**config.mk**
```make
export PLATFORM = sky130hd
export DESIGN_NAME = cmpo_core
export DESIGN_NICKNAME = d
export VERILOG_FILES = /design/src/cmpo_pkg.sv /design/src/cmpo_sync.sv /design/src/cmpo_core.sv
export SDC_FILE = /design/constraint.sdc
export NUM_CORES = 1
export LEC_CHECK = 0
export BUFFER_PORTS_ARGS = -buffer_cell sky130_fd_sc_hd__buf_2
export CAP_MARGIN = 40
export CORE_UTILIZATION = 46
export DETAILED_ROUTE_END_ITERATION = 12
export PLACE_DENSITY = 0.77
export SYNTH_ARGS = -nofsm -noshare
export SYNTH_HDL_FRONTEND = slang
export SYNTH_HIERARCHICAL = 1
export SYNTH_SLANG_ARGS = --single-unit
```
**constraint.sdc**
```tcl
create_clock -name clock -period 1.6 [get_ports clock]
set_input_delay 0.4 -clock clock [delete_from_list [all_inputs] [get_ports clock]]
set_output_delay 0.4 -clock clock [all_outputs]
set_load 0.02 [all_outputs]
```
**src/cmpo_pkg.sv**
```systemverilog
// constants, register map and state type of the comparator output logic
package cmpo_pkg;
  localparam int ADDR_W = 5;
  localparam int DATA_W = 32;
  localparam int CH_W   = 3;
  localparam int SYNC_STAGES = 2;

  // register byte addresses
  localparam logic [ADDR_W-1:0] ADDR_CTRL_A   = 5'h00;
  localparam logic [ADDR_W-1:0] ADDR_CTRL_B   = 5'h04;
  localparam logic [ADDR_W-1:0] ADDR_NEG_CH   = 5'h08;
  localparam logic [ADDR_W-1:0] ADDR_POS_CH   = 5'h0C;
  localparam logic [ADDR_W-1:0] ADDR_MIRROR   = 5'h10;
  localparam logic [ADDR_W-1:0] ADDR_IRQ_STAT = 5'h14;
  localparam logic [ADDR_W-1:0] ADDR_IRQ_MASK = 5'h18;

  // cmp_control_a fields
  localparam int CA_EN   = 7;
  localparam int CA_OUT  = 6;
  localparam int CA_POL  = 4;
  localparam int CA_HYS  = 1;
  localparam int CA_SYNC = 0;
  // cmp_control_b fields
  localparam int CB_GIE  = 7;
  localparam int CB_PIN_TRISTATE = 6;
  localparam int CB_RISE = 1;
  localparam int CB_FALL = 0;
  // status, mask and mirror share bit 0
  localparam int FLAG_BIT = 0;

  // channel select codes
  localparam logic [CH_W-1:0] CH_EXT0    = 3'h0;
  localparam logic [CH_W-1:0] CH_NEG_EXT3 = 3'h3;
  localparam logic [CH_W-1:0] CH_POS_DAC = 3'h4;
  localparam logic [CH_W-1:0] CH_FVR     = 3'h6;
  localparam logic [CH_W-1:0] CH_GND     = 3'h7;

  // reset values
  localparam logic [CH_W-1:0] CH_RESET   = 3'h0;
  localparam logic            PIN_TRISTATE_RESET = 1'b1;

  typedef struct packed {
    logic              enable;
    logic              polarity_invert;
    logic              hysteresis_enable;
    logic              sync_en;
    logic              rise_irq_enable;
    logic              fall_irq_enable;
    logic              global_irq_enable;
    logic              pin_tristate;
    logic              cmp_irq_enable;
    logic [CH_W-1:0]   pos_channel_select;
    logic [CH_W-1:0]   neg_channel_select;
    logic              out;
    logic              out_prev;
    logic              tclk_prev;
    logic              cap;
    logic              cmp_irq_flag;
    logic              pready;
    logic              pslverr;
    logic [DATA_W-1:0] prdata;
    logic              irq;
    logic              routed;
    logic              tmr_inc;
    logic              pin_oe;
    logic              pos_conn;
    logic              neg_conn;
  } cmpo_state_t;
endpackage

```
**src/cmpo_sync.sv**
```systemverilog
// multi-bit, multi-stage level synchroniser
module cmpo_sync #(
  parameter int W      = 2,
  parameter int STAGES = 2
) (
  input  wire logic         clock,   // system clock
  input  wire logic         resetn,  // async reset, active low
  input  wire logic [W-1:0] d,       // asynchronous levels
  output logic      [W-1:0] q        // synchronised levels
);
  logic [W-1:0] chain_q [STAGES];

  // each stage reads only the one before it, so no logic sees a metastable flop
  generate
    for (genvar i = 0; i < STAGES; i++)
    begin : g_stage
      always_ff @(posedge clock or negedge resetn)
      begin
        if (!resetn)
          chain_q[i] <= '0;
        else if (i == 0)
          chain_q[i] <= d;
        else
          chain_q[i] <= chain_q[(i == 0) ? 0 : i-1];
      end
    end
  endgenerate

  assign q = chain_q[STAGES-1];
endmodule // cmpo_sync

```
**src/cmpo_core.sv**
```systemverilog
// comparator control, output, sync-capture and edge interrupt logic behind APB
// Overview of operation
// - uninverted result high when plus input exceeds minus
// - polarity bit one inverts the result
// - disabled: inputs disconnected, output low unless polarity bit set
// - sync mode captures output on timer falling edge
// - capture uses the prescaled timer clock
// - timer counts rising edge, capture on falling
// - internal output registered every instruction cycle
// - result readable alone and in shared mirror
// - enabled output edge sets the interrupt flag
// - polarity toggle while disabled still raises flag
// - positive select picks noninverting input source
// - hysteresis bit adds fixed input separation
// - output routable to pin when tristate cleared
// - positive codes: 0 pin, 4 dac, 6 ref, 7 ground
// - negative codes: 0-3 pins, 6 ref, 7 ground
// - sync off: timer and pin follow result directly
module cmpo_core
  import cmpo_pkg::*;
(
  input  wire logic              clock,              // 10 MHz instruction clock
  input  wire logic              resetn,             // async reset, active low
  input  wire logic              psel,               // apb select
  input  wire logic              penable,            // apb access phase
  input  wire logic              pwrite,             // apb direction, 1 = write
  input  wire logic [ADDR_W-1:0] paddr,              // apb byte address
  input  wire logic [DATA_W-1:0] pwdata,             // apb write data
  output logic      [DATA_W-1:0] prdata,             // apb read data
  output logic                   pready,             // apb ready
  output logic                   pslverr,            // apb error on unmapped address
  input  wire logic              cmp_raw,            // analog core result, plus > minus
  input  wire logic              tmr_clk,            // prescaled sync_timer clock
  output logic                   ana_enable,         // analog core enable
  output logic      [CH_W-1:0]   pos_channel_select, // noninverting mux code
  output logic                   pos_conn,           // noninverting mux connected
  output logic      [CH_W-1:0]   neg_channel_select, // inverting mux code
  output logic                   neg_conn,           // inverting mux connected
  output logic                   hysteresis_enable,  // analog hysteresis on
  output logic                   tmr_cmp_out,        // comparator output to timer
  output logic                   tmr_inc,            // timer count pulse
  output logic                   pin_out,            // comparator output to pin
  output logic                   pin_oe,             // pin driver enable
  output logic                   irq                 // level interrupt
);
  cmpo_state_t s_q;
  cmpo_state_t s_d;
  logic        raw_s;
  logic        tclk_s;
  logic        setup;
  logic        done;
  logic        rise;
  logic        fall;
  logic        t_fall;
  logic        t_rise;

  // true when a select code reaches a real source
  function automatic logic chan_valid(input logic [CH_W-1:0] c, input logic is_pos);
    if (c == CH_FVR || c == CH_GND)
      return 1'b1;
    if (is_pos)
      return (c == CH_EXT0) || (c == CH_POS_DAC);
    return c <= CH_NEG_EXT3;
  endfunction

  function automatic logic mapped(input logic [ADDR_W-1:0] a);
    case (a)
      ADDR_CTRL_A, ADDR_CTRL_B, ADDR_NEG_CH, ADDR_POS_CH,
      ADDR_MIRROR, ADDR_IRQ_STAT, ADDR_IRQ_MASK: return 1'b1;
      default: return 1'b0;
    endcase
  endfunction

  // read mux; unused bits read as zero
  function automatic logic [DATA_W-1:0] rd_word(input logic [ADDR_W-1:0] a,
                                                input cmpo_state_t s);
    logic [DATA_W-1:0] w;
    w = '0;
    case (a)
      ADDR_CTRL_A:
      begin
        w[CA_EN]   = s.enable;
        w[CA_OUT]  = s.out;
        w[CA_POL]  = s.polarity_invert;
        w[CA_HYS]  = s.hysteresis_enable;
        w[CA_SYNC] = s.sync_en;
      end
      ADDR_CTRL_B:
      begin
        w[CB_GIE]  = s.global_irq_enable;
        w[CB_PIN_TRISTATE] = s.pin_tristate;
        w[CB_RISE] = s.rise_irq_enable;
        w[CB_FALL] = s.fall_irq_enable;
      end
      ADDR_NEG_CH:   w[CH_W-1:0] = s.neg_channel_select;
      ADDR_POS_CH:   w[CH_W-1:0] = s.pos_channel_select;
      ADDR_MIRROR:   w[FLAG_BIT] = s.out;
      ADDR_IRQ_STAT: w[FLAG_BIT] = s.cmp_irq_flag;
      ADDR_IRQ_MASK: w[FLAG_BIT] = s.cmp_irq_enable;
      default:       w = '0;
    endcase
    return w;
  endfunction

  // analog result and timer clock are asynchronous to the instruction clock
  cmpo_sync #(
    .W      (2),
    .STAGES (SYNC_STAGES)
  ) u_sync (
    .clock  (clock),
    .resetn (resetn),
    .d      ({tmr_clk, cmp_raw}),
    .q      ({tclk_s, raw_s})
  );

  // bus phase and edge decodes
  assign setup  = psel & ~penable;
  assign done   = psel & penable & s_q.pready;
  assign rise   = s_q.out & ~s_q.out_prev;
  assign fall   = ~s_q.out & s_q.out_prev;
  assign t_fall = s_q.tclk_prev & ~tclk_s;
  assign t_rise = ~s_q.tclk_prev & tclk_s;

  // next state of the whole block
  always_comb
  begin
    s_d = s_q;
    // apb: no wait state, read data sampled in the setup cycle
    s_d.pready = setup;
    if (setup)
    begin
      s_d.prdata  = rd_word(paddr, s_q);
      s_d.pslverr = ~mapped(paddr);
    end
    if (done && pwrite && !s_q.pslverr)
    begin
      case (paddr)
        ADDR_CTRL_A:
        begin
          s_d.enable            = pwdata[CA_EN];
          s_d.polarity_invert   = pwdata[CA_POL];
          s_d.hysteresis_enable = pwdata[CA_HYS];
          s_d.sync_en           = pwdata[CA_SYNC];
        end
        ADDR_CTRL_B:
        begin
          s_d.global_irq_enable = pwdata[CB_GIE];
          s_d.pin_tristate      = pwdata[CB_PIN_TRISTATE];
          s_d.rise_irq_enable   = pwdata[CB_RISE];
          s_d.fall_irq_enable   = pwdata[CB_FALL];
        end
        ADDR_NEG_CH:   s_d.neg_channel_select = pwdata[CH_W-1:0];
        ADDR_POS_CH:   s_d.pos_channel_select = pwdata[CH_W-1:0];
        ADDR_IRQ_MASK: s_d.cmp_irq_enable     = pwdata[FLAG_BIT];
        default:       s_d.enable             = s_q.enable;
      endcase
    end
    // disabled core reads as 0 before polarity, so toggling polarity still flips it
    s_d.out      = (s_q.enable & raw_s) ^ s_q.polarity_invert;
    s_d.out_prev = s_q.out;
    // timer side: count on rise, capture on fall, so the two never race
    s_d.tclk_prev = tclk_s;
    s_d.tmr_inc   = t_rise;
    if (t_fall)
      s_d.cap = s_q.out;
    s_d.routed = s_q.sync_en ? s_q.cap : s_q.out;
    s_d.pin_oe = ~s_q.pin_tristate;
    // read clears only a flag that the read actually returned; a new edge wins
    if (done && !pwrite && paddr == ADDR_IRQ_STAT && s_q.prdata[FLAG_BIT])
      s_d.cmp_irq_flag = 1'b0;
    if ((rise && s_q.rise_irq_enable) || (fall && s_q.fall_irq_enable))
      s_d.cmp_irq_flag = 1'b1;
    s_d.irq = s_d.cmp_irq_flag & s_d.cmp_irq_enable & s_d.global_irq_enable;
    // every mux opens while the comparator is off
    s_d.pos_conn = s_q.enable & chan_valid(s_q.pos_channel_select, 1'b1);
    s_d.neg_conn = s_q.enable & chan_valid(s_q.neg_channel_select, 1'b0);
  end

  // state register
  always_ff @(posedge clock or negedge resetn)
  begin
    if (!resetn)
    begin
      s_q                    <= '0;
      s_q.pin_tristate       <= PIN_TRISTATE_RESET;
      s_q.pos_channel_select <= CH_RESET;
      s_q.neg_channel_select <= CH_RESET;
    end
    else
      s_q <= s_d;
  end

  // outputs straight from state flops
  assign prdata             = s_q.prdata;
  assign pready             = s_q.pready;
  assign pslverr            = s_q.pslverr;
  assign ana_enable         = s_q.enable;
  assign pos_channel_select = s_q.pos_channel_select;
  assign pos_conn           = s_q.pos_conn;
  assign neg_channel_select = s_q.neg_channel_select;
  assign neg_conn           = s_q.neg_conn;
  assign hysteresis_enable  = s_q.hysteresis_enable;
  assign tmr_cmp_out        = s_q.routed;
  assign tmr_inc            = s_q.tmr_inc;
  assign pin_out            = s_q.routed;
  assign pin_oe             = s_q.pin_oe;
  assign irq                = s_q.irq;
endmodule // cmpo_core

```
### Word-level counts from Yosys, hierarchy flattened

Cells that the tools add are included.

| storage, ports and cells | value |
|---|---|
| bits of input ports | 44 |
| output and inout port bits | 49 |
| logic and storage cells | 103 |
| flip-flop bits (word level) | 38 |

| operators by class | value |
|---|---|
| eq/ne operators | 11 |
| bitwise operators | 20 |
| magnitude comparators | 2 |
| reductions and logical operators | 20 |
| muxes and demuxes | 23 |

Operators with widths:

| cell | number |
|---|---|
| $eq A3 B3 Y1 const B | 5 |
| $eq A5 B5 Y1 const B | 3 |
| $mux W1 | 15 |
| $and A1 B1 Y1 | 12 |
| $eq A5 B4 Y1 const B | 2 |
| $mux W9 | 1 |
| $reduce_and A2 Y1 | 4 |
| $logic_and A1 B1 Y1 | 7 |
| $not A1 Y1 | 7 |
| $pmux W1 S7 | 1 |
| $reduce_or A7 Y1 | 1 |
| $le A3 B2 Y1 const B | 2 |
| $mux W3 | 2 |
| $eq A5 B3 Y1 const B | 1 |
| $logic_not A5 Y1 | 1 |
| $logic_or A1 B1 Y1 | 4 |
| $pmux W1 S4 | 1 |
| $pmux W2 S2 | 1 |
| $logic_not A3 Y1 | 1 |
| $logic_not A1 Y1 | 2 |
| $mux W2 | 1 |
| $pmux W1 S2 | 1 |
| $xor A1 B1 Y1 | 1 |

### Depth between registers and ports, before layout

| logic depth | value |
|---|---|
| word-level depth | 9 |
| mapped depth | 5 |

### By module

Netlist, hierarchy kept.

By module, submodules not included:

| module | instances | area each (sq um) | cells each |
|---|---|---|---|
| cmpo_core | 1 | 1,791.7 | 160 |
| cmpo_sync | 1 | 115.1 | 6 |

### Worst setup path after synthesis

OpenSTA, ideal clock, no wires.

| timing path | value |
|---|---|
| kind | input-to-reg |
| start | input port paddr[3] |
| end | register pos_channel_select[0] (netlist name) |
| path buffers | 1 |
| library setup time | 0.125 ns |
| required time | 1.475 ns |
| cell stages on the path | 4 |
| path slack | -0.214 ns |
| arrival | 1.689 ns |
| path through | buf_2 > or4b_1 > nor3_1 > mux2_2 |

| on the way | value |
|---|---|
| cells in the longest elaborated chain, start to end | 2 |

RTL lines:

| what | RTL line | text |
|---|---|---|
| from (decl) | cmpo_core.sv:27 | `input wire logic [ADDR_W-1:0] paddr,` |
| $eq A5 B4 Y1 | cmpo_core.sv:137 | `case (paddr)` |
| $reduce_and A2 Y1 (no source line) | - |  |

Every way passes these cells.
A chain may end at the register's enable or synchronous reset.

### Final worst setup path

| timing path | value |
|---|---|
| start | input port paddr[0] |
| end | register neg_channel_select[0] (netlist name) |

| on the way | value |
|---|---|
| cells in the longest elaborated chain, start to end | 2 |

RTL lines:

| what | RTL line |
|---|---|
| $eq A5 B4 Y1 | cmpo_core.sv:137 |
| $reduce_and A2 Y1 (no source line) | - |

Every way passes these cells.

==> flow_summary.json <==
{
  "setup-violations-final": 0,
  "core_area_um2": 4000,
  "grt_pass1_vias": 1208,
  "dieArea_um2": 4410,
  "cp-end-kind": "flip-flop",
  "yosys.area.top_type": "dfrtp_1",
  "postSynthRegisterBits": 38,
  "min_path_type": "in -> async",
  "avgRoutedWirePerCell_um": 13.5,
  "drc": 0,
  "antenna_cells": 0,
  "io_pins": 93,
  "cp_cell_sequence": "buf_6 > or4b_4 > nor3_4 > mux2_4",
  "fp.dieH_um": 66.4,
  "rows": 23,
  "first_iter_violations": 42,
  "period_share": 0.984,
  "antenna_found_initial": 0,
  "vias": 1262,
  "grt_max_degree": 39,
  "fmax_ghz": 0.635,
  "ys_warn_count": 6,
  "gr-total-overflow": 0,
  "drive_gt1_frac": 0.406,
  "clk_pin_slew_worst_paths_ns": 0.07,
  "cts_root_buf": "clkbuf_8",
  "synthTopCellsByArea": "dfrtp_1, buf_4, mux2_2",
  "ys_seq_area_frac": 0.499,
  "syn_to_final_growth_pct": 18.7,
  "status": "complete, no violations",
  "synth_top_area_frac": 0.486,
  "cts_tree": "done",
  "cap_violations": 0,
  "layout.cells.non_filler": 262,
  "antenna_left": 0,
  "drv_slew": 0,
  "drt-total-wl_mm": 3.54,
  "worstPathMaxFanout": 4,
  "htreeDepth": 2,
  "die_w_um": 66.4,
  "cts.path.max_buffers": 2,
  "portBuffers": 40,
  "post-place-cells": 253,
  "cpLargestDelayFamily": "simple AND/OR/NAND/NOR gates",
  "cts.sinks": 38,
  "fin_nets": 255,
  "critPathBufInv": 1,
  "fin_setup_tns_ns": 0,
  "grt_pass1_wl_mm": 5.77,
  "hold_violations": 0,
  "max_slew_margin": 0.660,
  "cp-start-kind": "input pin",
  "slowest_stage": "or4b_4",
  "ir_drop_mv": 0.483,
  "syn_inst": 166,
  "cp_data_arrival_time_ns": 1.75,
  "power_density_nw_per_um2": 849,
  "netlist_area_um2": 1910,
  "tightest_slew_ns": 0.510,
  "fin_skew_ns": 0.00411,
  "clk_latency_ns": 0.29,
  "grt_usage": 0.185,
  "cts_buffers": 5,
  "final_cell_mix": "dfrtp_1, buf_2, conb_1",
  "slowest_delay_ns": 0.58,
  "viasPerCell": 4.82,
  "rsz0062_at_grt": "true",
  "place_congestion": 0.828,
  "dr.pass1.iters": 5,
  "start_util": 0.477,
  "yosysUniqueCellTypes": 38,
  "synth.avg_cell_area_um2": 11.5,
  "worstPathRequired_ns": 1.78,
  "leakage_nw": 1.20,
  "hpwl_mm": 2.66,
  "min_period_ns": 1.57,
  "critPathKind": "in -> reg"
}
==> registers in the layout, indices dropped and copies added, names as in the netlist <==
signal and cells:
u_sync/chain_q 2, pready 1, pos_channel_select 3, pin_out 1
prdata 6, pin_oe 1, s_q 11, tmr_inc 1
u_sync/q 2, ana_enable 1, hysteresis_enable 1, irq 1
pos_conn 1, s_d 1, pslverr 1, neg_channel_select 3
neg_conn 1
==> cell families after synthesis <==
family	after synthesis	share of synthesized area
xor+xnor	1	0.00459
flops	38	0.499
mux	19	0.121
other cells	1	0.00197
buf+inv	53	0.186
compound gates	19	0.0735
simple gates	35	0.113
==> what timing repair did <==
action / CTS / global route
setup buffers: 0 / 1
gates cloned: 0 / 0
hold buffers: 0 / 0
pin swaps: 0 / 4
resized for setup: 1 / 10
setup endpoints to repair: 5 / 5
==> synthesized netlist by cell type, drive strengths merged <==
| cell type | instances |
|---|---|
| or4bb | 1 |
| clkbuf | 2 |
| nor2 | 1 |
| a22o | 1 |
| nand4b | 1 |
| a31o | 1 |
| or4 | 2 |
| inv | 8 |
| o21ai | 4 |
| a21boi | 1 |
| or2 | 1 |
| nand2 | 12 |
| nand2b | 2 |
| dfstp | 1 |
| xnor2 | 1 |
| or4b | 1 |
| mux2 | 13 |
| mux2i | 4 |
| mux4 | 2 |
| a31oi | 2 |
| o31ai | 6 |
| nor2b | 2 |
| nor4bb | 1 |
| nor3 | 5 |
| a222oi | 1 |
| dfrtp | 37 |
| conb | 1 |
| buf | 43 |
| nand4 | 2 |
| and3b | 1 |
| and2 | 1 |
| o41ai | 2 |
| o211a | 1 |
| nand3b | 1 |
| and4b | 1 |
==> layer usage <==
layer  wire length, um  track usage  up-vias
met4                67       0.0798        0
li1                  -            -      600
met5                 0            0        -
met2              1750        0.298       37
met3               142       0.0569        8
met1              1580        0.227      617
==> metrics by stage <==
step | area, um^2 | utilization | worst slack (ns) | hold slack, ns | power (mW)
final | 2260 | 0.566 | 0.0252 | 0.0575 | 1.92
after global routing | 2260 | 0.566 | -0.00491 | 0.0672 | 2.01
after CTS | 2220 | 0.555 | -0.00791 | 0.0599 | 1.93
after detailed placement | 2130 | 0.532 | -0.313 | 0.342 | 1.26
after global placement | 2130 | 0.532 | -0.296 | 0.334 | 1.26
after floorplan | 2070 | - | -0.176 | 0.104 | 1.22
==> report_power, final <==
| group | switching, mW | internal (mW) | total (mW) |
|---|---|---|---|
| clock | 0.318 | 0.347 | 0.665 |
| sequential | 0.0168 | 0.986 | 1.00 |
| combinational | 0.161 | 0.0929 | 0.254 |
==> layout make-up <==
cell class	count	area, um^2
multi-input cells	100	757
clock inverters	1	5.00
well taps	50	62.6
fillers	350	1740
inverters	8	30.0
clock buffers	7	86.3
flip-flops and latches	38	952
repair buffers	58	370
==> path summary, 6_finish.rpt <==
kind	slack [ns]	cells after the start	start	to
hold / removal	0.06	2	resetn	pin_oe
setup reg to reg	0.09	4	pready	pos_channel_select[0]
max in group asynchronous	1.30	2	resetn	s_q[52]
min in group clock	0.21	1	cmp_raw	u_sync/chain_q[2]
setup / recovery	0.03	4	paddr[0]	neg_channel_select[0]
hold reg to reg	0.35	0	u_sync/chain_q[3]	u_sync/q[1]
(Power assumes the default switching activity.)
